File: config.mk
export PLATFORM = sky130hd
export DESIGN_NAME = supply_register_map
export DESIGN_NICKNAME = d
export VERILOG_FILES = /design/src/rtl/supply_map_pkg.sv /design/src/rtl/supply_register_map.sv
export VERILOG_INCLUDE_DIRS = /design/src /design/src/rtl
export SDC_FILE = /design/constraint.sdc
export NUM_CORES = 2
export LEC_CHECK = 0
export BUFFER_PORTS_ARGS = -buffer_cell sky130_fd_sc_hd__buf_2
export CORE_MARGIN = 2
export CORE_UTILIZATION = 30
export DETAILED_ROUTE_END_ITERATION = 10
export GPL_TIMING_DRIVEN = 0
export PLACE_DENSITY = 0.48
export RECOVER_POWER = 25
export SETUP_SLACK_MARGIN = 0.5
export SLEW_MARGIN = 40
export SYNTH_ARGS = -nofsm -noshare
export SYNTH_HDL_FRONTEND = slang
export SYNTH_SLANG_ARGS = --single-unit
File: constraint.sdc
create_clock -name clk_in -period 4.2 [get_ports clk_in]
set_clock_uncertainty 0.1 [all_clocks]
set_input_delay 0.63 -clock clk_in [delete_from_list [all_inputs] [get_ports clk_in]]
set_output_delay 0.63 -clock clk_in [all_outputs]
set_load 0.005 [all_outputs]
File: src/rtl/supply_map_defines.svh
// offsets, field positions, reset values and codes of the supply register map
`ifndef SUPPLY_MAP_DEFINES_SVH
`define SUPPLY_MAP_DEFINES_SVH

// function codes
`define FC_READ_HOLD    8'h03
`define FC_WRITE_SINGLE 8'h06
`define FC_WRITE_MULTI  8'h10
`define FC_EXC_FLAG     8'h80

// exception codes
`define EXC_ILLEGAL_FUNC 8'h01
`define EXC_ILLEGAL_ADDR 8'h02

// register counts
`define CNT_ONE  16'h0001
`define CNT_TWO  16'h0002
`define CNT_FOUR 16'h0004

// status and output enable
`define ADDR_FAULT_SUMMARY_RD 16'h10b0
`define ADDR_OP_STATUS_RD     16'h10d0
`define ADDR_OUT_EN_WR        16'h10f0
`define ADDR_OUT_EN_RD        16'h1100

// measurements
`define ADDR_MEAS_CURR_RD 16'h2010
`define ADDR_MEAS_VOLT_RD 16'h2020
`define ADDR_MEAS_PWR_RD  16'h2030

// 32-bit settings, write then read address
`define ADDR_CURR_TGT_WR  16'h3010
`define ADDR_CURR_TGT_RD  16'h3020
`define ADDR_VOLT_TGT_WR  16'h3030
`define ADDR_VOLT_TGT_RD  16'h3040
`define ADDR_PWR_TGT_WR   16'h3050
`define ADDR_PWR_TGT_RD   16'h3060
`define ADDR_OC_LIM_WR    16'h4010
`define ADDR_OC_LIM_RD    16'h4020
`define ADDR_OV_LIM_WR    16'h4030
`define ADDR_OV_LIM_RD    16'h4040
`define ADDR_OP_LIM_WR    16'h4050
`define ADDR_OP_LIM_RD    16'h4060
`define ADDR_UV_LIM_WR    16'h4070
`define ADDR_UV_LIM_RD    16'h4080
`define ADDR_CURR_RISE_WR 16'h5010
`define ADDR_CURR_RISE_RD 16'h5020
`define ADDR_VOLT_RISE_WR 16'h5030
`define ADDR_VOLT_RISE_RD 16'h5040
`define ADDR_PWR_RISE_WR  16'h5050
`define ADDR_PWR_RISE_RD  16'h5060
`define ADDR_CURR_FALL_WR 16'h5090
`define ADDR_CURR_FALL_RD 16'h50a0
`define ADDR_VOLT_FALL_WR 16'h50b0
`define ADDR_VOLT_FALL_RD 16'h50c0
`define ADDR_PWR_FALL_WR  16'h50d0
`define ADDR_PWR_FALL_RD  16'h50e0

// 16-bit settings
`define ADDR_REG_SEL_WR   16'h6030
`define ADDR_REG_SEL_RD   16'h6040
`define ADDR_RELOAD_WR    16'h8010
`define ADDR_LOCK_RD      16'h8020
`define ADDR_LOCK_WR      16'h8030
`define ADDR_SENSE_WR     16'h8060
`define ADDR_SENSE_RD     16'h8070
`define ADDR_PROTO_WR     16'h8080
`define ADDR_PROTO_RD     16'h8090
`define ADDR_SOURCE_WR    16'h80a0
`define ADDR_SOURCE_RD    16'h80b0

// fault summary bit positions
`define FS_OVP  0
`define FS_OCT  1
`define FS_OVT  2
`define FS_OPT  3
`define FS_OCP  4
`define FS_OTP  5
`define FS_RSL  6
`define FS_CC   7
`define FS_CV   8
`define FS_CR   9
`define FS_CP   10
`define FS_ANY_SOFT_FAULT 11
`define FS_ANY_HARD_FAULT 12
`define FS_INTERLOCK_OPEN_FLAG 13
`define FS_IPL  14
`define FS_USER_INPUT_FAULT_FLAG 15

// reset and factory values
`define RST_WORD   32'h0000_0000
`define RST_HALF   16'h0000
`define RST_OUT_EN 1'b0

`endif

File: src/rtl/supply_map_pkg.sv
// types of the supply register map
package supply_map_pkg;

	localparam int NUM_WORDS = 13;
	localparam int NUM_HALVES = 5;

	typedef struct packed {
		logic [7:0]  func;
		logic [15:0] addr;
		logic [15:0] count;
		logic [31:0] wdata;
	} request_t;

	typedef struct packed {
		logic [7:0]  func;
		logic [15:0] addr;
		logic [15:0] count;
		logic        exc;
		logic [7:0]  exc_code;
		logic [63:0] rdata;
	} response_t;

	// live plant conditions
	typedef struct packed {
		logic overvoltage_protect_flag;
		logic overcurrent_trip_flag;
		logic overvoltage_trip_flag;
		logic overpower_trip_flag;
		logic overcurrent_protect_flag;
		logic overtemp_protect_flag;
		logic sense_line_loss_flag;
		logic undervoltage_trip_flag;
		logic const_current_state;
		logic const_voltage_state;
		logic const_resistance_state;
		logic const_power_state;
		logic interlock_open_flag;
		logic input_power_loss_flag;
		logic user_input_fault_flag;
	} plant_flags_t;

	typedef struct packed {
		logic [31:0] current_measure_query;
		logic [31:0] voltage_measure_query;
		logic [31:0] power_measure_query;
	} measure_t;

	// words: targets, limits, slews; halves: select, lockout, sense, protocol, source
	typedef struct packed {
		logic [NUM_WORDS-1:0][31:0]  word;
		logic [NUM_HALVES-1:0][15:0] half;
		logic                        out_en;
	} settings_t;

	typedef struct packed {
		plant_flags_t flags_s1;
		plant_flags_t flags_s2;
		logic [63:0]  opstat_s1;
		logic [63:0]  opstat_s2;
		settings_t    set;
		response_t    rsp;
		logic         rsp_valid;
		logic         reload;
	} state_t;

endpackage : supply_map_pkg

File: src/rtl/supply_register_map.sv
// register map of the programmable supply, request decode and answer
`timescale 1ns/100ps
`include "supply_map_defines.svh"

// Notes on behaviour
// - read answers with value held there
// - write stores value, then acknowledges
// - one value per request, count checked on reads and multi-writes
// - fault summary read-only, two registers
// - fault summary live, read leaves it
// - bits 0-6 protection and trip flags
// - bits 7-10 regulation state
// - bit 11 ORs soft faults
// - bit 12 ORs hard faults
// - bits 13-15 interlock, power loss, input
// - status word read-only, four registers
// - status word live, never cleared
// - summary built from plant flags, not status word
// - targets written and read apart
// - three measurements read-only, consecutive
// - four trip limits write/read paired
// - six slews, own write/read addresses
// - regulation select written, read separately
// - reload write restores defaults, no read
// - sense, protocol, source write/read pairs
// - output enable; reads zero when faulted
// - unmatched address, or unmatched count on reads and multi-writes, gives 0x02
// - most significant register first
module supply_register_map (
	// clock and reset
	input  wire logic                          clk_in,
	input  wire logic                          srst_in,
	// request from the protocol front end
	input  wire logic                          req_valid_in,
	input  wire supply_map_pkg::request_t      req_in,
	// answer to the protocol front end
	output logic                               rsp_valid_out,
	output supply_map_pkg::response_t          rsp_out,
	// plant status, asynchronous pins
	input  wire supply_map_pkg::plant_flags_t  flags_in,
	input  wire logic [63:0]                   opstat_in,
	// measurements, same clock
	input  wire supply_map_pkg::measure_t      meas_in,
	// settings to the regulator
	output supply_map_pkg::settings_t          settings_out,
	output logic                               reload_out
);

	// ----------------------------------------
	// address tables
	// ----------------------------------------
	localparam int NW = supply_map_pkg::NUM_WORDS;
	localparam int NH = supply_map_pkg::NUM_HALVES;

	localparam logic [15:0] WORD_WR [NW] = '{
		`ADDR_CURR_TGT_WR, `ADDR_VOLT_TGT_WR, `ADDR_PWR_TGT_WR,
		`ADDR_OC_LIM_WR, `ADDR_OV_LIM_WR, `ADDR_OP_LIM_WR, `ADDR_UV_LIM_WR,
		`ADDR_CURR_RISE_WR, `ADDR_VOLT_RISE_WR, `ADDR_PWR_RISE_WR,
		`ADDR_CURR_FALL_WR, `ADDR_VOLT_FALL_WR, `ADDR_PWR_FALL_WR
	};

	localparam logic [15:0] WORD_RD [NW] = '{
		`ADDR_CURR_TGT_RD, `ADDR_VOLT_TGT_RD, `ADDR_PWR_TGT_RD,
		`ADDR_OC_LIM_RD, `ADDR_OV_LIM_RD, `ADDR_OP_LIM_RD, `ADDR_UV_LIM_RD,
		`ADDR_CURR_RISE_RD, `ADDR_VOLT_RISE_RD, `ADDR_PWR_RISE_RD,
		`ADDR_CURR_FALL_RD, `ADDR_VOLT_FALL_RD, `ADDR_PWR_FALL_RD
	};

	localparam logic [15:0] HALF_WR [NH] = '{
		`ADDR_REG_SEL_WR, `ADDR_LOCK_WR, `ADDR_SENSE_WR,
		`ADDR_PROTO_WR, `ADDR_SOURCE_WR
	};

	localparam logic [15:0] HALF_RD [NH] = '{
		`ADDR_REG_SEL_RD, `ADDR_LOCK_RD, `ADDR_SENSE_RD,
		`ADDR_PROTO_RD, `ADDR_SOURCE_RD
	};

	// ----------------------------------------
	// factory settings
	// ----------------------------------------
	function automatic supply_map_pkg::settings_t factory_set();
		supply_map_pkg::settings_t s;
		for (int i = 0; i < NW; i++) begin
			s.word[i] = `RST_WORD;
		end
		for (int i = 0; i < NH; i++) begin
			s.half[i] = `RST_HALF;
		end
		s.out_en = `RST_OUT_EN;
		return s;
	endfunction : factory_set

	// ----------------------------------------
	// state
	// ----------------------------------------
	supply_map_pkg::state_t q;
	supply_map_pkg::state_t d;

	logic        soft_any;
	logic        hard_any;
	logic [15:0] summary;

	// ----------------------------------------
	// fault summary, from second sync stage
	// ----------------------------------------
	always_comb begin
		soft_any = q.flags_s2.overcurrent_trip_flag
			| q.flags_s2.overvoltage_trip_flag
			| q.flags_s2.overpower_trip_flag
			| q.flags_s2.undervoltage_trip_flag;
		hard_any = q.flags_s2.overvoltage_protect_flag
			| q.flags_s2.overcurrent_protect_flag
			| q.flags_s2.overtemp_protect_flag
			| q.flags_s2.sense_line_loss_flag;
		summary = 16'h0000;
		// live bits, layout independent of the full status word
		summary[`FS_OVP]  = q.flags_s2.overvoltage_protect_flag;
		summary[`FS_OCT]  = q.flags_s2.overcurrent_trip_flag;
		summary[`FS_OVT]  = q.flags_s2.overvoltage_trip_flag;
		summary[`FS_OPT]  = q.flags_s2.overpower_trip_flag;
		summary[`FS_OCP]  = q.flags_s2.overcurrent_protect_flag;
		summary[`FS_OTP]  = q.flags_s2.overtemp_protect_flag;
		summary[`FS_RSL]  = q.flags_s2.sense_line_loss_flag;
		summary[`FS_CC]   = q.flags_s2.const_current_state;
		summary[`FS_CV]   = q.flags_s2.const_voltage_state;
		summary[`FS_CR]   = q.flags_s2.const_resistance_state;
		summary[`FS_CP]   = q.flags_s2.const_power_state;
		summary[`FS_ANY_SOFT_FAULT] = soft_any;
		summary[`FS_ANY_HARD_FAULT] = hard_any;
		summary[`FS_INTERLOCK_OPEN_FLAG] = q.flags_s2.interlock_open_flag;
		summary[`FS_IPL]  = q.flags_s2.input_power_loss_flag;
		summary[`FS_USER_INPUT_FAULT_FLAG] = q.flags_s2.user_input_fault_flag;
	end

	// ----------------------------------------
	// next state
	// ----------------------------------------
	always_comb begin
		logic        hit;
		logic [15:0] need;
		d = q;
		hit = 1'b0;
		need = `CNT_ONE;
		d.flags_s1 = flags_in;
		d.flags_s2 = q.flags_s1;
		d.opstat_s1 = opstat_in;
		d.opstat_s2 = q.opstat_s1;
		d.rsp_valid = 1'b0;
		d.reload = 1'b0;

		// a soft or hard fault drops the output to standby
		if (soft_any || hard_any) begin
			d.set.out_en = 1'b0;
		end

		if (req_valid_in) begin
			d.rsp_valid = 1'b1;
			d.rsp.func = req_in.func;
			d.rsp.addr = req_in.addr;
			d.rsp.count = req_in.count;
			d.rsp.exc = 1'b0;
			d.rsp.exc_code = 8'h00;
			d.rsp.rdata = 64'h0;

			case (req_in.func)
				`FC_READ_HOLD: begin
					// data right-aligned, high register first
					if (req_in.addr == `ADDR_FAULT_SUMMARY_RD) begin
						hit = 1'b1;
						need = `CNT_TWO;
						d.rsp.rdata = {48'h0, summary};
					end
					if (req_in.addr == `ADDR_OP_STATUS_RD) begin
						hit = 1'b1;
						need = `CNT_FOUR;
						d.rsp.rdata = q.opstat_s2;
					end
					if (req_in.addr == `ADDR_OUT_EN_RD) begin
						hit = 1'b1;
						d.rsp.rdata = {63'h0, q.set.out_en};
					end
					if (req_in.addr == `ADDR_MEAS_CURR_RD) begin
						hit = 1'b1;
						need = `CNT_TWO;
						d.rsp.rdata = {32'h0, meas_in.current_measure_query};
					end
					if (req_in.addr == `ADDR_MEAS_VOLT_RD) begin
						hit = 1'b1;
						need = `CNT_TWO;
						d.rsp.rdata = {32'h0, meas_in.voltage_measure_query};
					end
					if (req_in.addr == `ADDR_MEAS_PWR_RD) begin
						hit = 1'b1;
						need = `CNT_TWO;
						d.rsp.rdata = {32'h0, meas_in.power_measure_query};
					end
					for (int i = 0; i < NW; i++) begin
						if (req_in.addr == WORD_RD[i]) begin
							hit = 1'b1;
							need = `CNT_TWO;
							d.rsp.rdata = {32'h0, q.set.word[i]};
						end
					end
					for (int i = 0; i < NH; i++) begin
						if (req_in.addr == HALF_RD[i]) begin
							hit = 1'b1;
							d.rsp.rdata = {48'h0, q.set.half[i]};
						end
					end
					// one whole value per request
					if (!hit || req_in.count != need) begin
						d.rsp.exc = 1'b1;
						d.rsp.exc_code = `EXC_ILLEGAL_ADDR;
						d.rsp.rdata = 64'h0;
					end
				end

				`FC_WRITE_SINGLE: begin
					// ack echoes the value written
					d.rsp.count = `CNT_ONE;
					d.rsp.rdata = {48'h0, req_in.wdata[15:0]};
					if (req_in.addr == `ADDR_OUT_EN_WR) begin
						hit = 1'b1;
						// enable refused while a soft or hard fault stands
						d.set.out_en = req_in.wdata[0] & ~(soft_any | hard_any);
					end
					if (req_in.addr == `ADDR_RELOAD_WR) begin
						hit = 1'b1;
						d.set = factory_set();
						d.reload = 1'b1;
					end
					for (int i = 0; i < NH; i++) begin
						if (req_in.addr == HALF_WR[i]) begin
							hit = 1'b1;
							d.set.half[i] = req_in.wdata[15:0];
						end
					end
					if (!hit) begin
						d.rsp.exc = 1'b1;
						d.rsp.exc_code = `EXC_ILLEGAL_ADDR;
						d.rsp.rdata = 64'h0;
					end
				end

				`FC_WRITE_MULTI: begin
					for (int i = 0; i < NW; i++) begin
						if (req_in.addr == WORD_WR[i]) begin
							hit = 1'b1;
						end
					end
					if (!hit || req_in.count != `CNT_TWO) begin
						d.rsp.exc = 1'b1;
						d.rsp.exc_code = `EXC_ILLEGAL_ADDR;
					end else begin
						for (int i = 0; i < NW; i++) begin
							if (req_in.addr == WORD_WR[i]) begin
								// high register arrives in wdata[31:16]
								d.set.word[i] = req_in.wdata;
							end
						end
					end
				end

				default: begin
					d.rsp.exc = 1'b1;
					d.rsp.exc_code = `EXC_ILLEGAL_FUNC;
				end
			endcase

			if (d.rsp.exc) begin
				d.rsp.func = req_in.func | `FC_EXC_FLAG;
			end
		end
	end

	// ----------------------------------------
	// registers
	// ----------------------------------------
	always_ff @(posedge clk_in) begin
		if (srst_in) begin
			q <= '0;
			q.set <= factory_set();
		end else begin
			q <= d;
		end
	end

	// ----------------------------------------
	// outputs
	// ----------------------------------------
	assign rsp_valid_out = q.rsp_valid;
	assign rsp_out = q.rsp;
	assign settings_out = q.set;
	assign reload_out = q.reload;

endmodule : supply_register_map

==> results.cfg <==
[timing]
hold_violations = 0
finalCritPeriodShare_pct = 91.6
fin_crit_ps = 3850
slew_headroom_pct = 4.05
setup_viol = 0
maxSlewViolCount = 0
rsz0062_at_grt = yes
tightest_slew_ps = 1440
max_freq_mhz = 260
fin_setup_tns_ps = 0

[logic_synthesis]
yosysWarnings = 0
synthMuxAreaShare_pct = 0.953
ys_ff_latch = 764
synth-compound-area-share_pct = 19.1
synth_cell_types = 80
ys.flop_type = dfxtp_1
yosys.area.top_type = dfxtp_1
synth_most_common_cell = dfxtp_1
synth_area_um2 = 36100
synthAdderAreaFrac_pct = 0
syn_inst = 4178
yosys.area_share.simple_pct = 21.0
synth_top_family_by_area = simple AND/OR/NAND/NOR gates
ys_seq_area_share_pct = 42.4
synth_common_cells = dfxtp_1 (764), buf_4 (611), o21ai_0 (520)
yosysTopAreaCellShare_pct = 42.4
yosys-top-cells-area = dfxtp_1 (42%), buf_4 (13%), nand3b_1 (8.7%), o21ai_0 (7.2%), clkbuf_1 (3.3%)
synth-edff-count = 0
avgSynthCellArea_um2 = 8.64
async_flop_share_pct = 0
synth_xor_area_share_pct = 0.0485

[critical_path]
cp_cell_sequence = buf_2 > nand2_1 > clkbuf_1 > nor3_2 > clkbuf_2 > buf_2 > a221oi_1 > o21ai_0 > a21oi_1 > o22ai_1
cp.arrival_ps = 4290
crit_family = compound AO/OA/AOI/OAI gates
reg2reg_to = rsp_out[12]
r2r_cells = 7
crit_path_end_kind = flip-flop
cp.required_ps = 4650
r2r_start = q[748]
rrSetupSlack_ps = 1210
cp-start-kind = input port
critPathKind = in2reg
critical_path_peak_fanout = 10
path_buf_inv = 4
crit_path_frequent_cell = buf_2
slowest_stage = a221oi_1
critPathMaxStageDelay_ps = 840

[final_layout]
utilization_pct = 39.2
fin_nets = 5428
drive_above_1_share_pct = 35.2
multi_input_area_um2 = 15800
n_fill_cell = 12700
synthToLayoutAreaGrowth_pct = 30.0
register_area_um2 = 15300

[clock_tree]
cts_tree = yes
clock_latency_ps = 700
htree_levels = 3
clock_path_buffers = 3
cts_made_buffers = 90
cts_root_buf = clkbuf_16
clkTransAtPathRegs_ps = 60
cts_sinks = 764

[global_route]
grt_pass1_vias = 35300
grt_max_degree = 13
grt_pass1_wl_mm = 287
grtUsageTotal_pct = 33.5
antenna_found_initial = 31
overflow = 0

[place]
io_buffers = 853
place_congestion = 0.958
hpwl_mm = 174

[flow_run]
maxCapViolCount = 0

[pwr]
p_leak_nw = 20.0
ir_drop_mv = 0.290
power.density_nw_per_um2 = 355
p_total_mw = 16.7

[worst_hold_path]
hp-class = in2reg
holdPathStages = 2
whs_endpoint = d[638]
min-delay-start = opstat_in[26]

[floorplanning]
start_util_pct = 30.2
dieHeight_um = 351
std_cell_rows = 127
io-pin-count = 862
core_um2 = 120000
dieArea_um2 = 123000
dieWidth_um = 351

[route]
viasPerCell = 5.47
ant_nets = 0
firstDrtPassIters = 8
drt-initial-drc-count = 4089
drt_drc_violations_left = 0
vias = 37600
wl_mm = 216
wl_per_cell_um = 31.4

[run_status]
status = finished clean
-- flip-flops by register name, summed over array words and instances, names as in the netlist --
register,cells
reload_out,1
settings_out,497
rsp_valid_out,1
q,79
rsp_out,107
d,79
-- routing by layer --
layer,vias to the layer above,GRT usage [%],wire length [um]
met5,-,0,141
met4,24,14.9,11200
met3,419,5.69,17100
met2,2104,55.2,99700
met1,18700,42.9,87300
li1,16300,-,-
-- cell usage in the layout (no fill, tap or decap), types with 19 or more instances in the layout --
cell	n
buf_2	822
dfxtp_1	764
buf_4	520
o21ai_0	511
nand3b_1	416
clkbuf_1	321
nor2_1	200
nand2_1	189
nor2b_1	170
a21oi_1	168
clkbuf_4	119
a22oi_1	110
clkbuf_16	92
nand3_1	85
clkbuf_2	78
o221ai_1	46
a221oi_1	42
nor3_1	39
o22ai_1	31
mux2i_1	31
a221o_1	29
o21ai_1	22
nand4_1	21
clkbuf_8	19
clkinv_2	19
-- power by group --
group / internal (mW) / switching, mW / leakage, nW
logic: 0.306 / 0.521 / 12.3
registers: 7.34 / 0.0285 / 6.19
clock network: 5.02 / 3.46 / 1.54
-- what timing repair did --
| action | in CTS | in global routing |
|---|---|---|
| pin swaps | 19 | 20 |
| setup buffers | 14 | 22 |
| hold buffers | 0 | 0 |
| setup endpoints to repair | 477 | 454 |
| resized for setup | 170 | 148 |
-- how the worst max path moves through the flow --
stage,slack (ps),cells after the start,endpoint,start
final,350,10,rsp_out[5],req_in[52]
after global placement,-2630,11,rsp_out[5],req_in[48]
after global routing,450,12,rsp_out[12],req_in[56]
after floorplan,700,11,rsp_out[1],req_in[48]
after CTS,460,14,rsp_out[5],req_in[48]
after detailed placement,-1580,12,rsp_out[5],req_in[53]
-- area by class of cell --
type                    instances  area share (%)
clock buffers                 128            5.58
diodes                          8          0.0426
inverters                       4          0.0320
multi-input cells            2452            33.6
repair buffers                903            9.76
flip-flops and latches        764            32.6
plain buffers                 963            13.0
clock inverters                38            1.09
well taps                    1612            4.30
-- kinds of logic (layout without fill, tap and decap cells) --
kind of cell	Yosys count	in the layout
AND/OR/NAND/NOR	1290	1290
AO/OA/AOI/OAI	1120	1120
buffers and inverters	967	2036
flip-flops	764	764
multiplexers	34	34
XOR/XNOR	2	2
other	1	14
-- per-stage QoR --
step / worst slack (ps) / cell area (um2) / hold WS (ps) / instances
2_1_floorplan: 704 / 36100 / 314 / 4183
3_3_place_gp: -2630 / 42400 / 318 / 6648
3_5_place_dp: -1580 / 42700 / 320 / 6660
4_1_cts: 461 / 46600 / 18.2 / 6840
5_1_grt: 451 / 46900 / 46.9 / 6866
6_report: 354 / 46900 / 43.7 / 6872
(Power assumes the default switching activity.)
